## config.mk

```make
export PLATFORM = sky130hd
export DESIGN_NAME = flash_host_flat
export DESIGN_NICKNAME = d
export VERILOG_FILES = /design/src/flash_link_pkg.sv /design/src/flash_link_if.sv /design/src/flash_host.sv /design/src/flat_wrapper.sv
export SDC_FILE = /design/constraint.sdc
export NUM_CORES = 1
export LEC_CHECK = 0
export ABC_AREA = 1
export BUFFER_PORTS_ARGS = -buffer_cell sky130_fd_sc_hd__buf_2
export CAP_MARGIN = 5
export CORE_MARGIN = 3
export CORE_UTILIZATION = 63
export CTS_CLUSTER_SIZE = 14
export DETAILED_ROUTE_END_ITERATION = 10
export PLACE_DENSITY = 0.81
export SLEW_MARGIN = 20
export SYNTH_ARGS = -nofsm -noshare
export SYNTH_HDL_FRONTEND = slang
export SYNTH_SLANG_ARGS = --single-unit
```

## constraint.sdc

```tcl
create_clock -name clk -period 14.9 [get_ports clk]
set_input_delay 0.745 -clock clk [delete_from_list [all_inputs] [get_ports clk]]
set_output_delay 0.745 -clock clk [all_outputs]
set_load 0.02 [all_outputs]
```

## src/flash_link_pkg.sv

```systemverilog
package flash_link_pkg;

  // Clock rate and the durations that derive cycle counts from it.
  localparam int CLK_HZ       = 10_000_000;
  localparam int EP_TYP_MS    = 15;
  localparam int EP_MAX_MS    = 55;
  localparam int OTP_TYP_US   = 200;
  localparam int OTP_MAX_US   = 500;
  localparam int CS_HIGH_NS   = 30;

  // A longest time rounds down, a least time rounds up, never below one cycle.
  localparam int EP_TYP_CYCLES  = EP_TYP_MS * (CLK_HZ / 1000);
  localparam int EP_MAX_CYCLES  = EP_MAX_MS * (CLK_HZ / 1000);
  localparam int OTP_TYP_CYCLES = OTP_TYP_US * (CLK_HZ / 1_000_000);
  localparam int OTP_MAX_CYCLES = OTP_MAX_US * (CLK_HZ / 1_000_000);
  localparam int CS_HIGH_RAW    = (CS_HIGH_NS * (CLK_HZ / 1_000_000) + 999) / 1000;
  localparam int CS_HIGH_CYCLES = (CS_HIGH_RAW < 1) ? 1 : CS_HIGH_RAW;

  // Maintenance span in cumulative page erase and program operations.
  localparam int REWRITE_SPAN_OPS = 50_000;

  // Structural defaults.
  localparam int SCK_HALF_DEF   = 2;
  localparam int PAGES_DEF      = 16;
  localparam int PAGE_BYTES_DEF = 8;
  localparam int FIFO_DEPTH_DEF = 32;
  localparam int TIMER_W        = 20;
  localparam int BITS_W         = 12;
  localparam int HEADER_BITS    = 16;
  localparam int STATUS_BUSY_BIT = 0;

  // Command bytes on the serial link.
  localparam logic [7:0] CODE_PROGRAM     = 8'h02;
  localparam logic [7:0] CODE_READ        = 8'h03;
  localparam logic [7:0] CODE_STATUS      = 8'h05;
  localparam logic [7:0] CODE_OTP_PROGRAM = 8'h42;
  localparam logic [7:0] CODE_OTP_READ    = 8'h4B;
  localparam logic [7:0] CODE_REWRITE     = 8'h58;

  typedef enum logic [2:0] {
    OP_PROGRAM     = 3'h0,
    OP_READ        = 3'h1,
    OP_OTP_PROGRAM = 3'h2,
    OP_OTP_READ    = 3'h3,
    OP_REWRITE     = 3'h4,
    OP_STATUS      = 3'h5
  } op_e;

  // Operation to command byte.
  function automatic logic [7:0] op_code(input op_e o);
    unique case (o)
      OP_PROGRAM:     op_code = CODE_PROGRAM;
      OP_READ:        op_code = CODE_READ;
      OP_OTP_PROGRAM: op_code = CODE_OTP_PROGRAM;
      OP_OTP_READ:    op_code = CODE_OTP_READ;
      OP_REWRITE:     op_code = CODE_REWRITE;
      default:        op_code = CODE_STATUS;
    endcase
  endfunction

  // Command byte to operation; unknown bytes fall back to a harmless status read.
  function automatic op_e code_op(input logic [7:0] c);
    unique case (c)
      CODE_PROGRAM:     code_op = OP_PROGRAM;
      CODE_READ:        code_op = OP_READ;
      CODE_OTP_PROGRAM: code_op = OP_OTP_PROGRAM;
      CODE_OTP_READ:    code_op = OP_OTP_READ;
      CODE_REWRITE:     code_op = OP_REWRITE;
      default:          code_op = OP_STATUS;
    endcase
  endfunction

  // Operations that start an internal program cycle.
  function automatic logic is_program(input op_e o);
    is_program = (o == OP_PROGRAM) || (o == OP_OTP_PROGRAM) || (o == OP_REWRITE);
  endfunction

endpackage

```

## src/flash_link_if.sv

```systemverilog
`timescale 1ns/1ns
interface flash_link_if;
  logic cs_n;
  logic sck;
  logic mosi;
  logic miso;
  logic miso_oe;
  logic dev_reset_n;

  modport device (
    input  cs_n,
    input  sck,
    input  mosi,
    input  dev_reset_n,
    output miso,
    output miso_oe
  );

  modport host (
    output cs_n,
    output sck,
    output mosi,
    output dev_reset_n,
    input  miso,
    input  miso_oe
  );
endinterface

```

## src/flash_host.sv

```systemverilog
`timescale 1ns/1ns

//////////////////////////////////////////////////////////////////////////////
// Write data buffer between user and serial engine.
//////////////////////////////////////////////////////////////////////////////
module flash_fifo #(
  parameter int WIDTH = 8,
  parameter int DEPTH = flash_link_pkg::FIFO_DEPTH_DEF
) (
  input  wire logic             clk,
  input  wire logic             reset,
  input  wire logic             ce,
  input  wire logic             in_valid,
  output logic                  in_ready,
  input  wire logic [WIDTH-1:0] in_data,
  output logic                  out_valid,
  input  wire logic             out_ready,
  output logic [WIDTH-1:0]      out_data
);
  localparam int AW = $clog2(DEPTH);

  typedef struct packed {
    logic [DEPTH-1:0][WIDTH-1:0] mem;
    logic [AW-1:0]               wp;
    logic [AW-1:0]               rp;
    logic [AW:0]                 cnt;
    logic                        full;
    logic                        empty;
  } fifo_s;

  fifo_s q;
  fifo_s d;
  logic  push;
  logic  pop;

  // Flags are registered so the ready seen by the source never depends on the sink.
  always_comb begin
    d    = q;
    push = ce && in_valid && !q.full;
    pop  = ce && out_ready && !q.empty;
    if (push) begin
      d.mem[q.wp] = in_data;
      d.wp        = q.wp + AW'(1);
    end
    if (pop) begin
      d.rp = q.rp + AW'(1);
    end
    d.cnt   = q.cnt + (AW+1)'(push) - (AW+1)'(pop);
    d.full  = (d.cnt == (AW+1)'(DEPTH));
    d.empty = (d.cnt == '0);
  end

  // State register.
  always_ff @(posedge clk or posedge reset) begin
    if (reset) begin
      q <= '{empty: 1'b1, default: '0};
    end else begin
      q <= d;
    end
  end

  assign in_ready  = !q.full;
  assign out_valid = !q.empty;
  assign out_data  = q.mem[q.rp];

endmodule

//////////////////////////////////////////////////////////////////////////////
// Host controller: serial master, completion wait and rewrite maintenance.
//////////////////////////////////////////////////////////////////////////////
module flash_host
  import flash_link_pkg::*;
#(
  parameter int SCK_HALF     = flash_link_pkg::SCK_HALF_DEF,
  parameter int PAGES        = flash_link_pkg::PAGES_DEF,
  parameter int FIFO_DEPTH   = flash_link_pkg::FIFO_DEPTH_DEF,
  parameter int EP_MAX       = flash_link_pkg::EP_MAX_CYCLES,
  parameter int OTP_MAX      = flash_link_pkg::OTP_MAX_CYCLES,
  parameter int REWRITE_SPAN = flash_link_pkg::REWRITE_SPAN_OPS,
  parameter bit LAZY_REWRITE = 1'b0
) (
  input  wire logic                  clk,
  input  wire logic                  reset,
  input  wire logic                  ce,
  input  wire logic                  spi_mode3,
  input  wire logic                  cmd_valid,
  output logic                       cmd_ready,
  input  wire flash_link_pkg::op_e   cmd_op,
  input  wire logic [7:0]            cmd_page,
  input  wire logic [7:0]            cmd_len,
  input  wire logic                  wr_valid,
  output logic                       wr_ready,
  input  wire logic [7:0]            wr_data,
  output logic                       rd_valid,
  output logic [7:0]                 rd_data,
  output logic                       done,
  output logic [$clog2(PAGES)-1:0]   rewrite_ptr,
  flash_link_if.host                 link
);
  import flash_link_pkg::*;

  localparam int PAW      = $clog2(PAGES);
  localparam int INTERVAL = LAZY_REWRITE ? REWRITE_SPAN : REWRITE_SPAN / PAGES;

  typedef enum logic [1:0] {H_IDLE = 2'b00, H_XFER = 2'b01, H_GAP = 2'b11, H_POLL = 2'b10} host_state_e;

  typedef struct packed {
    host_state_e          st;
    logic                 cs_n;
    logic                 sck;
    logic                 mosi;
    logic                 dev_rst_n;
    logic [7:0]           half;
    logic [BITS_W-1:0]    rises;
    logic [BITS_W-1:0]    tbits;
    logic                 closing;
    op_e                  op;
    logic [7:0]           page;
    logic [7:0]           tx;
    logic [7:0]           rx;
    logic                 polling;
    logic                 busy_seen;
    logic [TIMER_W-1:0]   wait_cnt;
    logic [TIMER_W-1:0]   lim;
    logic [3:0]           gap;
    logic [16:0]          ops_cnt;
    logic [PAW+1:0]       pending;
    logic [PAW-1:0]       ptr;
    logic                 cmd_ready;
    logic                 rd_valid;
    logic [7:0]           rd_data;
    logic                 done;
  } host_s;

  host_s       q;
  host_s       d;
  logic        pop;
  logic        fifo_valid;
  logic [7:0]  fifo_data;
  logic [7:0]  b;
  logic [BITS_W-1:0] s;

  flash_fifo #(.WIDTH(8), .DEPTH(FIFO_DEPTH)) wbuf (
    .clk       (clk),
    .reset     (reset),
    .ce        (ce),
    .in_valid  (wr_valid),
    .in_ready  (wr_ready),
    .in_data   (wr_data),
    .out_valid (fifo_valid),
    .out_ready (pop),
    .out_data  (fifo_data)
  );

  // One process holds the whole controller; a stalled write buffer freezes the clock.
  always_comb begin
    d   = q;
    pop = 1'b0;
    b   = 8'h00;
    s   = q.rises - BITS_W'(2);
    if (ce) begin
      d.rd_valid  = 1'b0;
      d.done      = 1'b0;
      d.dev_rst_n = q.dev_rst_n | q.cs_n;
      if (q.polling && q.wait_cnt != '1) begin
        d.wait_cnt = q.wait_cnt + TIMER_W'(1);
      end
      unique case (q.st)
        H_IDLE: begin
          d.sck = spi_mode3;
          if (q.dev_rst_n && (q.pending != '0 || (cmd_valid && q.cmd_ready))) begin
            if (q.pending != '0) begin
              d.op      = OP_REWRITE;
              d.page    = 8'(q.ptr);
              d.ptr     = q.ptr + PAW'(1);
              d.pending = q.pending - (PAW+2)'(1);
              d.tbits   = BITS_W'(HEADER_BITS);
            end else begin
              d.op      = cmd_op;
              d.page    = cmd_page;
              d.tbits   = BITS_W'(HEADER_BITS) + {1'b0, cmd_len, 3'h0};
            end
            if (d.op == OP_PROGRAM || d.op == OP_REWRITE) begin
              if (q.ops_cnt + 17'(1) >= 17'(INTERVAL)) begin
                d.ops_cnt = '0;
                d.pending = d.pending + (LAZY_REWRITE ? (PAW+2)'(PAGES) : (PAW+2)'(1));
              end else begin
                d.ops_cnt = q.ops_cnt + 17'(1);
              end
            end
            d.cs_n    = 1'b0;
            d.sck     = spi_mode3;
            d.rises   = '0;
            d.closing = 1'b0;
            d.half    = 8'(SCK_HALF - 1);
            d.st      = H_XFER;
          end
        end
        H_XFER: begin
          if (q.half != 8'h00) begin
            d.half = q.half - 8'h01;
          end else if (!q.sck) begin
            // Rising edge: launch the next bit while the device takes the last one.
            d.half = 8'(SCK_HALF - 1);
            if (q.closing) begin
              d.sck = 1'b1;
            end else if (q.rises < q.tbits && q.rises[2:0] == 3'h0) begin
              if (q.rises[BITS_W-1:3] == '0) begin
                b = op_code(q.op);
              end else if (q.rises[BITS_W-1:3] == (BITS_W-3)'(1)) begin
                b = q.page;
              end else if (q.op == OP_PROGRAM || q.op == OP_OTP_PROGRAM) begin
                b   = fifo_data;
                pop = fifo_valid;
              end
              if (fifo_valid || q.rises[BITS_W-1:3] < (BITS_W-3)'(2) || !(q.op == OP_PROGRAM || q.op == OP_OTP_PROGRAM)) begin
                d.mosi  = b[7];
                d.tx    = {b[6:0], 1'b0};
                d.sck   = 1'b1;
                d.rises = q.rises + BITS_W'(1);
              end else begin
                d.half = 8'h00; // Buffer empty: hold the clock low until data arrives.
              end
            end else if (q.rises < q.tbits) begin
              d.mosi  = q.tx[7];
              d.tx    = {q.tx[6:0], 1'b0};
              d.sck   = 1'b1;
              d.rises = q.rises + BITS_W'(1);
            end else begin
              d.sck   = 1'b1;
              d.rises = q.rises + BITS_W'(1);
            end
          end else begin
            // Falling edge: take the bit the device launched one whole period earlier.
            d.half = 8'(SCK_HALF - 1);
            d.sck  = 1'b0;
            if (q.rises >= BITS_W'(2)) begin
              d.rx = {q.rx[6:0], link.miso};
              if (s[2:0] == 3'h7) begin
                if (q.op == OP_STATUS && s[BITS_W-1:3] == (BITS_W-3)'(1)) begin
                  d.busy_seen = d.rx[STATUS_BUSY_BIT];
                end else if ((q.op == OP_READ || q.op == OP_OTP_READ) && s[BITS_W-1:3] >= (BITS_W-3)'(2)) begin
                  d.rd_valid = 1'b1;
                  d.rd_data  = d.rx;
                end
              end
            end
            if (q.rises == q.tbits + BITS_W'(1)) begin
              d.closing = 1'b1;
            end
          end
          // Frame ends with the last fall, or with the return to idle high in mode 3.
          if ((q.half == 8'h00 && q.sck && q.rises == q.tbits + BITS_W'(1) && !spi_mode3) ||
              (q.half == 8'h00 && !q.sck && q.closing)) begin
            d.cs_n = 1'b1;
            d.mosi = 1'b0;
            d.gap  = 4'(CS_HIGH_CYCLES);
            d.st   = H_GAP;
            if (is_program(q.op)) begin
              d.polling   = 1'b1;
              d.busy_seen = 1'b1;
              d.wait_cnt  = '0;
              d.lim       = (q.op == OP_OTP_PROGRAM) ? TIMER_W'(OTP_MAX) : TIMER_W'(EP_MAX);
            end else if (q.op != OP_STATUS) begin
              d.done = 1'b1;
            end
          end
        end
        H_GAP: begin
          if (q.gap <= 4'h1) begin
            d.st = q.polling ? H_POLL : H_IDLE;
          end else begin
            d.gap = q.gap - 4'h1;
          end
        end
        H_POLL: begin
          // Wait for a clear busy bit or the longest duration, whichever comes first.
          if (!q.busy_seen || q.wait_cnt >= q.lim) begin
            d.polling = 1'b0;
            d.done    = 1'b1;
            d.st      = H_IDLE;
          end else begin
            d.op      = OP_STATUS;
            d.tbits   = BITS_W'(HEADER_BITS);
            d.cs_n    = 1'b0;
            d.sck     = spi_mode3;
            d.rises   = '0;
            d.closing = 1'b0;
            d.half    = 8'(SCK_HALF - 1);
            d.st      = H_XFER;
          end
        end
      endcase
      d.cmd_ready = (d.st == H_IDLE) && (d.pending == '0) && d.dev_rst_n;
    end
  end

  // State register; reset loads device reset low and select high, and device reset rises on the next enabled cycle.
  always_ff @(posedge clk or posedge reset) begin
    if (reset) begin
      q <= '{st: H_IDLE, cs_n: 1'b1, op: OP_STATUS, default: '0};
    end else begin
      q <= d;
    end
  end

  assign link.cs_n        = q.cs_n;
  assign link.sck         = q.sck;
  assign link.mosi        = q.mosi;
  assign link.dev_reset_n = q.dev_rst_n;
  assign cmd_ready        = q.cmd_ready;
  assign rd_valid         = q.rd_valid;
  assign rd_data          = q.rd_data;
  assign done             = q.done;
  assign rewrite_ptr      = q.ptr;

endmodule

```

## src/flat_wrapper.sv

```systemverilog
// flat-port wrapper written by rule: the top's interface ports become plain ports
module flash_host_flat import flash_link_pkg::*;
#(
  parameter int SCK_HALF     = flash_link_pkg::SCK_HALF_DEF,
  parameter int PAGES        = flash_link_pkg::PAGES_DEF,
  parameter int FIFO_DEPTH   = flash_link_pkg::FIFO_DEPTH_DEF,
  parameter int EP_MAX       = flash_link_pkg::EP_MAX_CYCLES,
  parameter int OTP_MAX      = flash_link_pkg::OTP_MAX_CYCLES,
  parameter int REWRITE_SPAN = flash_link_pkg::REWRITE_SPAN_OPS,
  parameter bit LAZY_REWRITE = 1'b0
)
  (clk, reset, ce, spi_mode3, cmd_valid, cmd_ready, cmd_op, cmd_page, cmd_len, wr_valid, wr_ready, wr_data, rd_valid, rd_data, done, rewrite_ptr, link_cs_n, link_sck, link_mosi, link_dev_reset_n, link_miso, link_miso_oe);
  flash_link_if link_i ();
  input  wire logic clk;
  input  wire logic reset;
  input  wire logic ce;
  input  wire logic spi_mode3;
  input  wire logic cmd_valid;
  output logic cmd_ready;
  input  wire flash_link_pkg::op_e cmd_op;
  input  wire logic [7:0] cmd_page;
  input  wire logic [7:0] cmd_len;
  input  wire logic wr_valid;
  output logic wr_ready;
  input  wire logic [7:0] wr_data;
  output logic rd_valid;
  output logic [7:0] rd_data;
  output logic done;
  output logic [$clog2(PAGES)-1:0] rewrite_ptr;
  output wire logic [$bits(link_i.cs_n)-1:0] link_cs_n;
  output wire logic [$bits(link_i.sck)-1:0] link_sck;
  output wire logic [$bits(link_i.mosi)-1:0] link_mosi;
  output wire logic [$bits(link_i.dev_reset_n)-1:0] link_dev_reset_n;
  input wire logic [$bits(link_i.miso)-1:0] link_miso;
  input wire logic [$bits(link_i.miso_oe)-1:0] link_miso_oe;
  assign link_cs_n = link_i.cs_n;
  assign link_sck = link_i.sck;
  assign link_mosi = link_i.mosi;
  assign link_dev_reset_n = link_i.dev_reset_n;
  assign link_i.miso = link_miso;
  assign link_i.miso_oe = link_miso_oe;
  flash_host #(.SCK_HALF(SCK_HALF), .PAGES(PAGES), .FIFO_DEPTH(FIFO_DEPTH), .EP_MAX(EP_MAX), .OTP_MAX(OTP_MAX), .REWRITE_SPAN(REWRITE_SPAN), .LAZY_REWRITE(LAZY_REWRITE)) u_core (.clk(clk), .reset(reset), .ce(ce), .spi_mode3(spi_mode3), .cmd_valid(cmd_valid), .cmd_ready(cmd_ready), .cmd_op(cmd_op), .cmd_page(cmd_page), .cmd_len(cmd_len), .wr_valid(wr_valid), .wr_ready(wr_ready), .wr_data(wr_data), .rd_valid(rd_valid), .rd_data(rd_data), .done(done), .rewrite_ptr(rewrite_ptr), .link(link_i));
endmodule
```

==> results.txt <==
Commonest cells post-synth = 558 x nand2_1, 449 x o21ai_0, 397 x dfrtp_1
main area contributors after synthesis = dfrtp_1 49%, o21ai_0 11%, nand2_1 10%
crit path max fanout = 7
post-route ant nets = 0
number of iterations in the first detailed-routing pass = 6
Detailed Route WL = 51.3 mm
Max Freq = 249 MHz
# rows = 65
worst r2r path cells = 17
most common cell in the netlist = nand2_1
final setup fails = 0
Post-DP HPWL = 32.3 mm
CTS H-Tree Depth = 2
Clk Tree Root Cell = clkbuf_16
status = finished, final reports clean
largest area contributor in the netlist = dfrtp_1
Final Cell Area = 22000 um^2
CTS tree = built
Crit-path slowest cell = or3b_2
DRT iter0 DRCs = 2160
Stages on worst setup path = 17
final worst slack = 10.89 ns
cells after synthesis = 2497
setup bufs post-CTS = 0
buffers plus inverters on the worst setup path = 3
Mean Syn Cell Area = 8.16 um^2
GR Overflow Total = 0
Avg Vias per Cell = 6.08
Mapped Nets = 2586
sequential share of the synthesized area = 49.3%
Post-synth EDFFs = 0
Setup CP Type = register to register
synth unique cells = 61
setup_tns = 0 ns
Seq cells post-synth = 401
min cycle time layout = 4.01 ns
Top Ports = 55
crit end category = register
clock-pin slew on the worst setup and hold paths = 0.06 ns
Layout Nets = 2555
Fin Clk Skew = 0.0206 ns
ys async rst share = 100%
Slew @ Worst Pin = 1.16 ns
Tcrit/Tclk final = 26.9%
layout cells sized above 1 = 8.52%
vias in the first global route = 16700
full die area = 34500 um^2
VDD IR-drop max = 0.113 mV
total power = 4.51 mW
CP max stage delay = 0.48 ns
Final Max Tran Viols = 0
leakage power = 10.3 nW
total CTS buffers = 43
DRC = 0
Antenna Cells = 0
Final Core Density = 69.4%
# hold bufs at CTS = 0
cts repair resizes = 0
Layout area overhead = 7.99%
Routability Congestion = 0.911
type of origin of the critical path = register
Die Y = 186 um
Post-Syn Area = 20400 um^2
worst rel slew slack = 22.6%
global-route wire length before repair = 84.3 mm
total core area = 31700 um^2
Starting Density = 64.3%
largest net degree at the start of global routing = 105
DR vias = 17700
worst slack, placed = 10.67 ns
max_cap viols = 0
Power Density = 205 nW/um^2
clock sinks = 401
die width = 186 um
worst min path class = primary input to asynchronous set/reset pin
Cell Chain, Critical Path = ha_1 > a21oi_1 > o21ai_0 > nand2_1 > o2111ai_1 > nor2_2 > nand2_1 > inv_1 > nand2_1 > inv_1 > ha_1 > inv_1 > ha_1 > fa_1 > nor3_1 > or3b_2 > nor2_1
Required @ worst endpoint = 15.36 ns
Arr. time, crit path = 4.47 ns
worst skew pair latency = 0.56 ns
gr usage total = 30.0%
number of port buffers = 53
initial antenna violation count = 1
Max Root-Sink Buffers = 3
Final Hold Vio Count = 0
Yosys top cell area share = 48.7%
CP top delay family = simple AND/OR/NAND/NOR gates
Most used DFF post-synth = dfrtp_1
Ys Warns = 0
RSZ-0062 raised after global routing = false
Placed Area = 20600 um^2
average wire per standard cell = 17.7 um
## cell families after synthesis
kind of cell	after synthesis	synth area share [%]
and+or+nand+nor	1028	21.5
xor gates and xnor gates	52	2.27
AOI/OAI and AO/OA	639	17.2
adders and majority gates	54	3.35
DFF	401	49.3
buffers and inverters	323	6.43
## worst register-to-register path, stage by stage, from the launching register on
cell and delay, ns:
dfrtp_1 0.46, ha_1 0.33, a21oi_1 0.18, o21ai_0 0.10, nand2_1 0.07, o2111ai_1 0.22
nor2_2 0.33, nand2_1 0.09, inv_1 0.13, nand2_1 0.07, inv_1 0.13, ha_1 0.24
inv_1 0.06, ha_1 0.20, fa_1 0.46, nor3_1 0.21, or3b_2 0.48, nor2_1 0.16
## per-layer routing
layer,track usage [%],up-vias,share of wire (%)
met5,0,-,0
li1,-,8272,-
met3,5.45,122,8.1
met4,10.5,0,3.0
met1,43.0,8511,43
met2,46.8,747,46
## power by group
part / switching [mW] / total [mW] / internal (mW)
clock network: 0.443 / 1.06 / 0.614
logic: 1.13 / 1.70 / 0.571
registers: 0.279 / 1.76 / 1.48
total: 1.85 / 4.51 / 2.66
## final cells by class
| type | count | area (um^2) |
|---|---|---|
| Sequential cell | 401 | 10000 |
| Multi-Input combinational cell | 1773 | 9030 |
| Fill cell | 2507 | 9710 |
| Clock inverter | 17 | 149 |
| Timing Repair Buffer | 61 | 333 |
| Inverter | 186 | 707 |
| Clock buffer | 63 | 1240 |
| Tap cell | 402 | 503 |
## cells in the final DEF, fill, tap and decap left out, types with 3 or more instances in the layout
| master | n |
|---|---|
| nand2_1 | 558 |
| o21ai_0 | 449 |
| dfrtp_1 | 395 |
| nor2_1 | 246 |
| inv_1 | 164 |
| nand3_1 | 97 |
| ha_1 | 53 |
| buf_2 | 53 |
| o22ai_1 | 47 |
| a21oi_1 | 46 |
| clkbuf_16 | 43 |
| xor2_1 | 42 |
| nand4_1 | 39 |
| nor3_1 | 26 |
| o221ai_1 | 21 |
| o21ai_1 | 20 |
| inv_2 | 17 |
| o211ai_1 | 17 |
| nor2_2 | 16 |
| nand2_2 | 16 |
| clkinv_2 | 12 |
| clkbuf_1 | 11 |
| a31oi_1 | 10 |
| xnor2_1 | 9 |
| clkbuf_8 | 9 |
| o31ai_1 | 7 |
| nor2_4 | 7 |
| buf_4 | 6 |
| nor4_1 | 4 |
| nand3_2 | 4 |
| dfstp_2 | 4 |
| clkinv_1 | 3 |
| nor3_4 | 3 |
| inv_6 | 3 |
## sequential cells by signal, summed over array words and instances (netlist names)
| name | cells |
|---|---|
| u_core.rd_valid | 1 |
| u_core.rd_data | 8 |
| u_core.rewrite_ptr | 4 |
| u_core.cmd_ready | 1 |
| u_core.wbuf.q | 274 |
| u_core.link.mosi | 1 |
| u_core.done | 1 |
| u_core.link.sck | 1 |
| u_core.q | 108 |
| u_core.link.cs_n | 1 |
| u_core.link.dev_reset_n | 1 |
## metrics by stage
step | hold WS (ns) | std cells
final | 0.340 | 2903
after global routing | 0.383 | 2903
after CTS | 0.371 | 2903
after detailed placement | 0.468 | 2823
after global placement | 0.458 | 2823
after floorplan | 0.444 | 2497
## final timing paths
| check | from | end | slack [ns] |
|---|---|---|---|
| hold / removal | reset | u_core.wbuf.q[187] | 0.34 |
| setup reg to reg | u_core.q[129] | u_core.wbuf.q[1] | 10.89 |
| setup / recovery | u_core.q[129] | u_core.wbuf.q[1] | 10.89 |
| hold reg to reg | u_core.wbuf.q[256] | u_core.wbuf.q[256] | 0.48 |
| min in group clk | cmd_page[1] | u_core.q[101] | 0.45 |
| max in group asynchronous | reset | u_core.q[33] | 11.73 |
(Power assumes the default switching activity.)
